## src/core/adc_mux_pkg.sv

```systemverilog
// Package with register map, field layout, codes and timing for the converter control block.
// Function
// - Five-bit input select field at bits 6:2.
// - Codes 00000-01111 route internal signals, 01000/01001 reserved.
// - Codes 10000-10111 connect no source.
// - Codes 11000-11111 route pin channels 0-7; channels 5-7 (11101-11111) only with the large package.
// - Writing go flag with power bit set starts conversion; reads busy.
// - Hardware clears go flag on conversion completion.
// - Power bit one enables converter, zero off.
// - Bit 7 reads zero, writes ignored.
// - Selected signal drives buffer to port pin.
package adc_mux_pkg;

    // ********************************************
    // Register map
    // ********************************************
    localparam int unsigned ADDR_W = 4;
    localparam logic [ADDR_W-1:0] ADDR_CONTROL   = 4'h0;
    localparam logic [ADDR_W-1:0] ADDR_BENCH     = 4'h4;
    localparam logic [ADDR_W-1:0] ADDR_IRQ_STAT  = 4'h8;
    localparam logic [ADDR_W-1:0] ADDR_IRQ_MASK  = 4'hc;

    localparam logic [7:0] CONTROL_RESET   = 8'h00;
    localparam logic [7:0] CONTROL_WR_MASK = 8'h7f;
    localparam int unsigned POWER_BIT      = 0;
    localparam int unsigned GO_BIT         = 1;
    localparam int unsigned SEL_LSB        = 2;
    localparam int unsigned SEL_MSB        = 6;
    localparam int unsigned MY_EN_BIT   = 0;

    // Interrupt status bits.
    localparam int unsigned IRQ_W          = 2;
    localparam int unsigned IRQ_DONE_BIT   = 0;
    localparam int unsigned IRQ_ABORT_BIT  = 1;

    // ********************************************
    // Selection codes
    // ********************************************
    localparam logic [4:0] SEL_RSVD_A      = 5'h08;
    localparam logic [4:0] SEL_RSVD_B      = 5'h09;
    localparam logic [1:0] SEL_GRP_INT_LO  = 2'h0;
    localparam logic [1:0] SEL_GRP_INT_HI  = 2'h1;
    localparam logic [1:0] SEL_GRP_NONE    = 2'h2;
    localparam logic [1:0] SEL_GRP_PIN     = 2'h3;
    localparam logic [4:0] SEL_PIN_LAST_SMALL = 5'h1c;

    // ********************************************
    // Timing
    // ********************************************
    localparam int unsigned CLK_MHZ        = 200;
    localparam int unsigned CONV_TIME_NS   = 2000;
    localparam int unsigned CONV_CYCLES    = (CONV_TIME_NS * CLK_MHZ) / 1000;
    localparam int unsigned CNT_W          = 16;

    typedef enum logic [1:0] {
        ST_OFF  = 2'b00,
        ST_IDLE = 2'b01,
        ST_CONV = 2'b11
    } conv_state_type;

    typedef struct packed {
        logic [ADDR_W-1:0] addr;
        logic [7:0]        wdata;
        logic              wr;
        logic              rd;
    } bus_req_type;

    typedef struct packed {
        logic       source_valid;
        logic       source_internal;
        logic       source_pin;
        logic [3:0] source_index;
    } route_type;

endpackage

```

## src/core/adc_route_decode.sv

```systemverilog
// Decoder from the input select code to the analog route.
`timescale 1ns/1ps
module adc_route_decode (
    input  wire logic [4:0]             code_i,
    input  wire logic                   large_pkg_i,
    output adc_mux_pkg::route_type      route_o
);
    import adc_mux_pkg::*;

    always_comb begin
        route_o = '0;
        route_o.source_index = code_i[3:0];
        unique case (code_i[4:3])
            SEL_GRP_INT_LO: begin
                route_o.source_internal = 1'b1;
                route_o.source_valid    = 1'b1;
            end
            SEL_GRP_INT_HI: begin
                route_o.source_internal = (code_i != SEL_RSVD_A) && (code_i != SEL_RSVD_B);
                route_o.source_valid    = route_o.source_internal;
            end
            SEL_GRP_NONE: begin
                route_o.source_valid = 1'b0;
            end
            SEL_GRP_PIN: begin
                route_o.source_index = {1'b0, code_i[2:0]};
                route_o.source_pin   = (code_i <= SEL_PIN_LAST_SMALL) || large_pkg_i;
                route_o.source_valid = route_o.source_pin;
            end
        endcase
    end
endmodule

```

## src/core/adc_sync2.sv

```systemverilog
// Two-flop synchroniser for one level from outside the clock domain.
`timescale 1ns/1ps
module adc_sync2 (
    input  wire logic clk_i,
    input  wire logic rst_n_i,
    input  wire logic d_i,
    output logic      q_o
);
    logic meta;

    always_ff @(posedge clk_i) begin
        if (!rst_n_i) begin
            meta <= 1'b0;
            q_o  <= 1'b0;
        end else begin
            meta <= d_i;
            q_o  <= meta;
        end
    end
endmodule

```

## src/core/adc_mux_control.sv

```systemverilog
// Converter control register, conversion sequencer, route outputs and interrupt.
`timescale 1ns/1ps
module adc_mux_control #(
    parameter int unsigned CONV_CYCLES_P = adc_mux_pkg::CONV_CYCLES
) (
    input  wire logic                          clk_i,
    input  wire logic                          rst_n_i,
    input  wire logic [adc_mux_pkg::ADDR_W-1:0] addr_i,
    input  wire logic [7:0]                    wdata_i,
    input  wire logic                          wr_i,
    input  wire logic                          rd_i,
    output logic      [7:0]                    rdata_o,
    input  wire logic                          conv_done_i,
    input  wire logic                          large_pkg_i,
    output logic                               converter_power_o,
    output logic                               conv_start_o,
    output logic                               route_valid_o,
    output logic                               route_internal_o,
    output logic                               route_pin_o,
    output logic      [3:0]                    route_index_o,
    output logic                               my_buffer_en_o,
    output logic                               irq_o
);
    import adc_mux_pkg::*;

    // ********************************************
    // Input capture
    // ********************************************
    // The converter finish flag comes from the analog side, so it is synchronised.
    logic done_sync;
    logic done_prev;
    logic done_rise;
    logic large_sync;

    adc_sync2 u_done_sync (
        .clk_i   (clk_i),
        .rst_n_i (rst_n_i),
        .d_i     (conv_done_i),
        .q_o     (done_sync)
    );

    adc_sync2 u_pkg_sync (
        .clk_i   (clk_i),
        .rst_n_i (rst_n_i),
        .d_i     (large_pkg_i),
        .q_o     (large_sync)
    );

    always_ff @(posedge clk_i) begin
        if (!rst_n_i) begin
            done_prev <= 1'b0;
        end else begin
            done_prev <= done_sync;
        end
    end

    assign done_rise = done_sync && !done_prev;

    // ********************************************
    // Bus decode
    // ********************************************
    bus_req_type req;
    logic        wr_control;
    logic        wr_my;
    logic        wr_stat;
    logic        wr_mask;

    assign req        = '{addr: addr_i, wdata: wdata_i, wr: wr_i, rd: rd_i};
    assign wr_control = req.wr && (req.addr == ADDR_CONTROL);
    assign wr_my   = req.wr && (req.addr == ADDR_BENCH);
    assign wr_stat    = req.wr && (req.addr == ADDR_IRQ_STAT);
    assign wr_mask    = req.wr && (req.addr == ADDR_IRQ_MASK);

    // ********************************************
    // Control register
    // ********************************************
    logic [4:0]     input_select_field;
    logic           converter_power_bit;
    logic           my_output_control;
    conv_state_type state;
    logic [CNT_W-1:0] conv_count;
    logic           conv_finish;
    logic           conv_abort;
    logic           go_req;

    always_ff @(posedge clk_i) begin
        if (!rst_n_i) begin
            input_select_field  <= CONTROL_RESET[SEL_MSB:SEL_LSB];
            converter_power_bit <= CONTROL_RESET[POWER_BIT];
        end else if (wr_control) begin
            input_select_field  <= req.wdata[SEL_MSB:SEL_LSB];
            converter_power_bit <= req.wdata[POWER_BIT];
        end
    end

    always_ff @(posedge clk_i) begin
        if (!rst_n_i) begin
            my_output_control <= 1'b0;
        end else if (wr_my) begin
            my_output_control <= req.wdata[MY_EN_BIT];
        end
    end

    // A go write needs the power bit in the same write, since power off aborts.
    assign go_req = wr_control && req.wdata[GO_BIT] && req.wdata[POWER_BIT];

    // ********************************************
    // Conversion sequencer
    // ********************************************
    // Completion is either the converter flag or the local timeout, whichever first.
    assign conv_finish = (state == ST_CONV) &&
                         (done_rise || (conv_count == CNT_W'(CONV_CYCLES_P - 1)));
    assign conv_abort  = (state == ST_CONV) && wr_control && !req.wdata[POWER_BIT];

    always_ff @(posedge clk_i) begin
        if (!rst_n_i) begin
            state      <= ST_OFF;
            conv_count <= '0;
        end else begin
            unique case (state)
                ST_OFF: begin
                    if (go_req) begin
                        state <= ST_CONV;
                    end else if (wr_control && req.wdata[POWER_BIT]) begin
                        state <= ST_IDLE;
                    end
                    conv_count <= '0;
                end
                ST_IDLE: begin
                    if (go_req) begin
                        state <= ST_CONV;
                    end else if (wr_control && !req.wdata[POWER_BIT]) begin
                        state <= ST_OFF;
                    end
                    conv_count <= '0;
                end
                ST_CONV: begin
                    if (conv_abort) begin
                        state <= ST_OFF;
                    end else if (conv_finish) begin
                        state <= ST_IDLE;
                    end
                    conv_count <= conv_count + CNT_W'(1);
                end
                default: begin
                    state      <= ST_OFF;
                    conv_count <= '0;
                end
            endcase
        end
    end

    logic busy;
    assign busy = (state == ST_CONV);

    // ********************************************
    // Interrupts
    // ********************************************
    logic [IRQ_W-1:0] irq_stat;
    logic [IRQ_W-1:0] irq_mask;
    logic [IRQ_W-1:0] irq_set;

    always_comb begin
        irq_set = '0;
        irq_set[IRQ_DONE_BIT]  = conv_finish && !conv_abort;
        irq_set[IRQ_ABORT_BIT] = conv_abort;
    end

    // A set in the clearing cycle wins so no event is lost.
    always_ff @(posedge clk_i) begin
        if (!rst_n_i) begin
            irq_stat <= '0;
        end else begin
            irq_stat <= (irq_stat & ~(wr_stat ? req.wdata[IRQ_W-1:0] : '0)) | irq_set;
        end
    end

    always_ff @(posedge clk_i) begin
        if (!rst_n_i) begin
            irq_mask <= '0;
        end else if (wr_mask) begin
            irq_mask <= req.wdata[IRQ_W-1:0];
        end
    end

    always_ff @(posedge clk_i) begin
        if (!rst_n_i) begin
            irq_o <= 1'b0;
        end else begin
            irq_o <= |(((irq_stat & ~(wr_stat ? req.wdata[IRQ_W-1:0] : '0)) | irq_set)
                       & irq_mask);
        end
    end

    // ********************************************
    // Read data
    // ********************************************
    logic [7:0] next_rdata;

    always_comb begin
        next_rdata = '0;
        unique case (req.addr)
            ADDR_CONTROL: begin
                next_rdata[SEL_MSB:SEL_LSB] = input_select_field;
                next_rdata[GO_BIT]          = busy;
                next_rdata[POWER_BIT]       = converter_power_bit;
                next_rdata = next_rdata & CONTROL_WR_MASK;
            end
            ADDR_BENCH: begin
                next_rdata[MY_EN_BIT] = my_output_control;
            end
            ADDR_IRQ_STAT: begin
                next_rdata[IRQ_W-1:0] = irq_stat;
            end
            ADDR_IRQ_MASK: begin
                next_rdata[IRQ_W-1:0] = irq_mask;
            end
            default: begin
                next_rdata = '0;
            end
        endcase
    end

    always_ff @(posedge clk_i) begin
        if (!rst_n_i) begin
            rdata_o <= '0;
        end else begin
            rdata_o <= req.rd ? next_rdata : '0;
        end
    end

    // ********************************************
    // Analog outputs
    // ********************************************
    route_type route;

    adc_route_decode u_decode (
        .code_i      (input_select_field),
        .large_pkg_i (large_sync),
        .route_o     (route)
    );

    // Power follows the write itself, so a start pulse never reaches an unpowered core.
    always_ff @(posedge clk_i) begin
        if (!rst_n_i) begin
            converter_power_o <= 1'b0;
            conv_start_o      <= 1'b0;
        end else begin
            converter_power_o <= wr_control ? req.wdata[POWER_BIT] : converter_power_bit;
            conv_start_o      <= go_req && (state != ST_CONV);
        end
    end

    always_ff @(posedge clk_i) begin
        if (!rst_n_i) begin
            route_valid_o    <= 1'b0;
            route_internal_o <= 1'b0;
            route_pin_o      <= 1'b0;
            route_index_o    <= '0;
        end else begin
            route_valid_o    <= route.source_valid;
            route_internal_o <= route.source_internal;
            route_pin_o      <= route.source_pin;
            route_index_o    <= route.source_index;
        end
    end

    always_ff @(posedge clk_i) begin
        if (!rst_n_i) begin
            my_buffer_en_o <= 1'b0;
        end else begin
            my_buffer_en_o <= my_output_control && route.source_valid;
        end
    end
endmodule

```

## config.mk

```make
export PLATFORM = sky130hd
export DESIGN_NAME = adc_mux_control
export DESIGN_NICKNAME = d
export VERILOG_FILES = /design/src/core/adc_mux_pkg.sv /design/src/core/adc_route_decode.sv /design/src/core/adc_sync2.sv /design/src/core/adc_mux_control.sv
export SDC_FILE = /design/constraint.sdc
export NUM_CORES = 1
export LEC_CHECK = 0
export BUFFER_PORTS_ARGS = -buffer_cell sky130_fd_sc_hd__buf_2
export CAP_MARGIN = 20
export CORE_AREA = 5 5 67 69
export CTS_BUF_LIST = sky130_fd_sc_hd__clkbuf_8 sky130_fd_sc_hd__clkbuf_16
export DETAILED_ROUTE_END_ITERATION = 7
export DIE_AREA = 0 0 72 74
export HOLD_SLACK_MARGIN = 0.05
export PLACE_DENSITY = 0.74
export SYNTH_ARGS = -nofsm -noshare
export SYNTH_HDL_FRONTEND = slang
export SYNTH_SLANG_ARGS = --single-unit
```

## constraint.sdc

```tcl
create_clock -name clk_i -period 1.6 [get_ports clk_i]
set_input_delay 0.08 -clock clk_i [delete_from_list [all_inputs] [get_ports clk_i]]
set_output_delay 0.08 -clock clk_i [all_outputs]
set_load 0.01 [all_outputs]
```

==> qor.txt <==
=====================================================================================
Run status                                                               complete, no violations
Crit path max fanout                                                                4
Starting density of the core                                                   0.4990
Critical R2R Capture                                                     conv_count[14]
Cell type of the slowest stage on the worst timing path                         or4_1
Upper clock frequency limit                                                0.6732 GHz
Number of cells on the worst reg-to-reg path                                        5
Post-synthesis net count                                                          213
DIE HEIGHT                                                                      74 um
Via Count                                                                        1539
Floorplan row count                                                                23
Sum of routed wire length over all layers                                     3959 um
Max Cap Viol                                                                        0
Largest net degree at the start of global routing                                  17
Hold Path Origin                                                                 rd_i
Static Leak                                                               0.001003 uW
Area growth, synth to finish                                                   23.21%
Synth Cell Area                                                             1924 um^2
Pwr dens                                                                 908.0 nW/um^2
Total GRT Usage                                                                0.1599
Async SR Flop Fraction                                                              0
Final setup violation count                                                         0
Seq/Total Area, Yosys                                                          0.5306
Diode insertion count for antenna repair                                            0
List of cells traversed by the critical path                             ha_1 > and3_4 > nand3_2 > or4_1 > a21oi_1
Endpoint arrival time on the critical path                                    1.72 ns
Final Skew                                                                0.005566 ns
Hold crit path type                                                      input port to flip-flop
Remaining Overflow, GRT                                                             0
Number of levels in the clock H-tree                                                2
Max Slew Vio Count                                                                  0
Critical path capture point type                                            flip-flop
Number of post-CTS setup repair buffers                                             0
Startpoint class of the critical path                                       flip-flop
Crit Reg-Reg Startpoint                                                  conv_count[0]
Leading register cell type out of synthesis                                   dfxtp_1
Setup repair after global routing missed its margin                                no
Dpl hpwl                                                                      2829 um
# placed instances                                                                279
Non-filler cells, final                                                           295
Number of iterations in the first detailed-routing pass                             4
WL per Instance                                                              13.42 um
Clock root cell                                                              clkbuf_8
Post-layout minimum cycle time                                               1.485 ns
Chip Width                                                                      72 um
Hold worst-path end                                                        rdata_o[0]
Top Ports                                                                          37
DRC marker count from the first detailed-route iteration                          109
Post-synthesis cell count                                                         194
Sum of negative setup slack                                                      0 ns
Number of antenna violations at the first check in global routing                   0
Via count of the first global-routing pass                                       1465
Synth cell types                                                                   43
Number of input and output port buffers inserted                                   34
Total number of nets in the final design                                          263
Routability congestion estimate from global placement                          0.8330
Critical path data required time                                              1.84 ns
Maximum resistive drop on vdd                                             0.0006512 V
First-pass GRT wire length                                                    6589 um
TritonCTS clock tree                                                              yes
Clock-pin slew of the registers on the worst-case setup and hold paths        0.09 ns
Synthesized area per cell                                                  9.919 um^2
Register-to-register path setup slack                                         0.11 ns
DRC                                                                                 0
Core area                                                                   3856 um^2
Flop and latch count out of synthesis                                              51
Clock buffers created by TritonCTS                                                  5
DRT antenna net count                                                               0
Routed via count divided by cell count                                          5.217
Die footprint                                                               5328 um^2
Number of warnings issued by yosys                                                  0
Crit-path max cell delay                                                      0.41 ns
Worst Hold Margin                                                          0.09661 ns
Number of synthesized flops with an enable pin                                      0
Maximum buffer depth of the clock tree                                              2
Number of hold violations in the final report                                       0
Fraction of layout cells with a size suffix above 1                            0.2449
Worst hold path depth                                                               3
CTS sink count                                                                     51
Classification of the worst setup path                                   flip-flop to flip-flop
Final worst-path cycle share                                                   0.9284
Source-to-sink clock delay at the later pin of the worst-skew pair            0.30 ns
=====================================================================================
-- logic make-up after synthesis --
family	Yosys count	share of synthesized area
compound gates	19	0.07218
xor+xnor	9	0.04096
fa+ha+maj	1	0.006501
buf+inv	7	0.01820
flops	51	0.5306
mux	11	0.06437
other cells	1	0.001949
simple gates	95	0.2653
-- sequential cells by signal, summed over array words and instances, names as in the netlist, 2 cells and up --
name / count
conv_count: 16
rdata_o: 7
input_select_field: 5
route_index_o: 4
irq_mask: 2
irq_stat: 2
state: 2
-- metal layers --
layer  wire (um)  global-route usage  up-vias
li1            -                   -      775
met1        1840              0.2058      727
met2        1854              0.2541       33
met3         201             0.04189        4
met4          62             0.07307        0
met5           0                   0        -
-- how the worst max path moves through the flow --
stage	cells after the start	end	start
2_1_floorplan	6	conv_count[14]	conv_count[0]
3_3_place_gp	5	conv_count[14]	conv_count[0]
3_5_place_dp	5	conv_count[14]	conv_count[0]
4_1_cts	5	conv_count[14]	conv_count[0]
5_1_grt	5	conv_count[14]	conv_count[0]
6_report	5	conv_count[14]	conv_count[0]
-- power by group --
group          switching [uW]  total, uW  internal, uW
Sequential               6.03       1290          1280
Combinational            48.4       97.4          49.0
Clock                     415        768           353
-- what timing repair did --
item | 4_1_cts | 5_1_grt
hold endpoints to repair | 8 | 0
gates resized for setup | 0 | 3
setup endpoints to repair | 0 | 2
hold buffers | 8 | 0
-- worst max-delay path, delay by kind of cell (launching register included) --
kind | cells | cell delay [ns]
adders and majority gates | 1 | 0.20
AOI/OAI and AO/OA | 1 | 0.15
DFF | 1 | 0.36
and+or+nand+nor | 3 | 0.72
-- through the flow --
stage                     setup slack, ns  total power [uW]  area [um^2]  utilization
after floorplan                    0.1140              1356         1924            -
after global placement             0.1292              1397         2175       0.5639
after detailed placement          0.09270              1399         2175       0.5639
after CTS                         0.08048              2168         2354       0.6103
after global routing              0.01112              2235         2371       0.6149
final                              0.1146              2153         2371       0.6149
-- layout by cell type, fill, tap and decap left out, types with 2 or more instances in the layout --
cell,netlist,layout
dfxtp_1,51,51
buf_2,1,34
nor2_1,33,33
and2_1,17,17
nand2_1,9,9
mux2i_1,9,9
dlygate4sd3_1,0,8
nand3_1,7,6
nand4_1,6,6
xnor2_1,6,6
clkbuf_8,0,6
buf_4,2,6
a21oi_1,5,5
nor4_1,4,4
nor2b_1,3,3
xor2_1,3,3
or3b_1,2,2
nor3_2,2,2
inv_1,2,2
nand3_2,1,2
or3_1,2,2
a31o_2,2,2
and3_1,3,2
or4_1,2,2
-- cell type report --
| cell class | instances | area (um^2) |
|---|---|---|
| Fill cell | 356 | 1485 |
| Sequential cell | 51 | 1021 |
| Multi-Input combinational cell | 136 | 885.9 |
| Timing Repair Buffer | 48 | 295.3 |
| Clock buffer | 6 | 82.58 |
| Tap cell | 50 | 62.56 |
| Clock inverter | 2 | 16.27 |
| Inverter | 2 | 7.507 |
-- synthesized netlist by cell type (all sizes together), types with 2 or more instances --
cell / instances / share of area
and3: 3 / 0.0098
nand2: 9 / 0.018
xnor2: 6 / 0.027
a31o: 2 / 0.0091
mux2i: 9 / 0.047
buf: 3 / 0.010
clkbuf: 2 / 0.0039
dfxtp: 51 / 0.53
nand3: 8 / 0.023
or4: 2 / 0.0078
nor4: 4 / 0.013
xor2: 3 / 0.014
a21oi: 5 / 0.013
nor2b: 3 / 0.0098
nor2: 33 / 0.064
nor3: 2 / 0.010
or3: 2 / 0.0065
and2: 17 / 0.055
inv: 2 / 0.0039
nand4: 6 / 0.020
or3b: 2 / 0.0091
(Power assumes the default switching activity.)
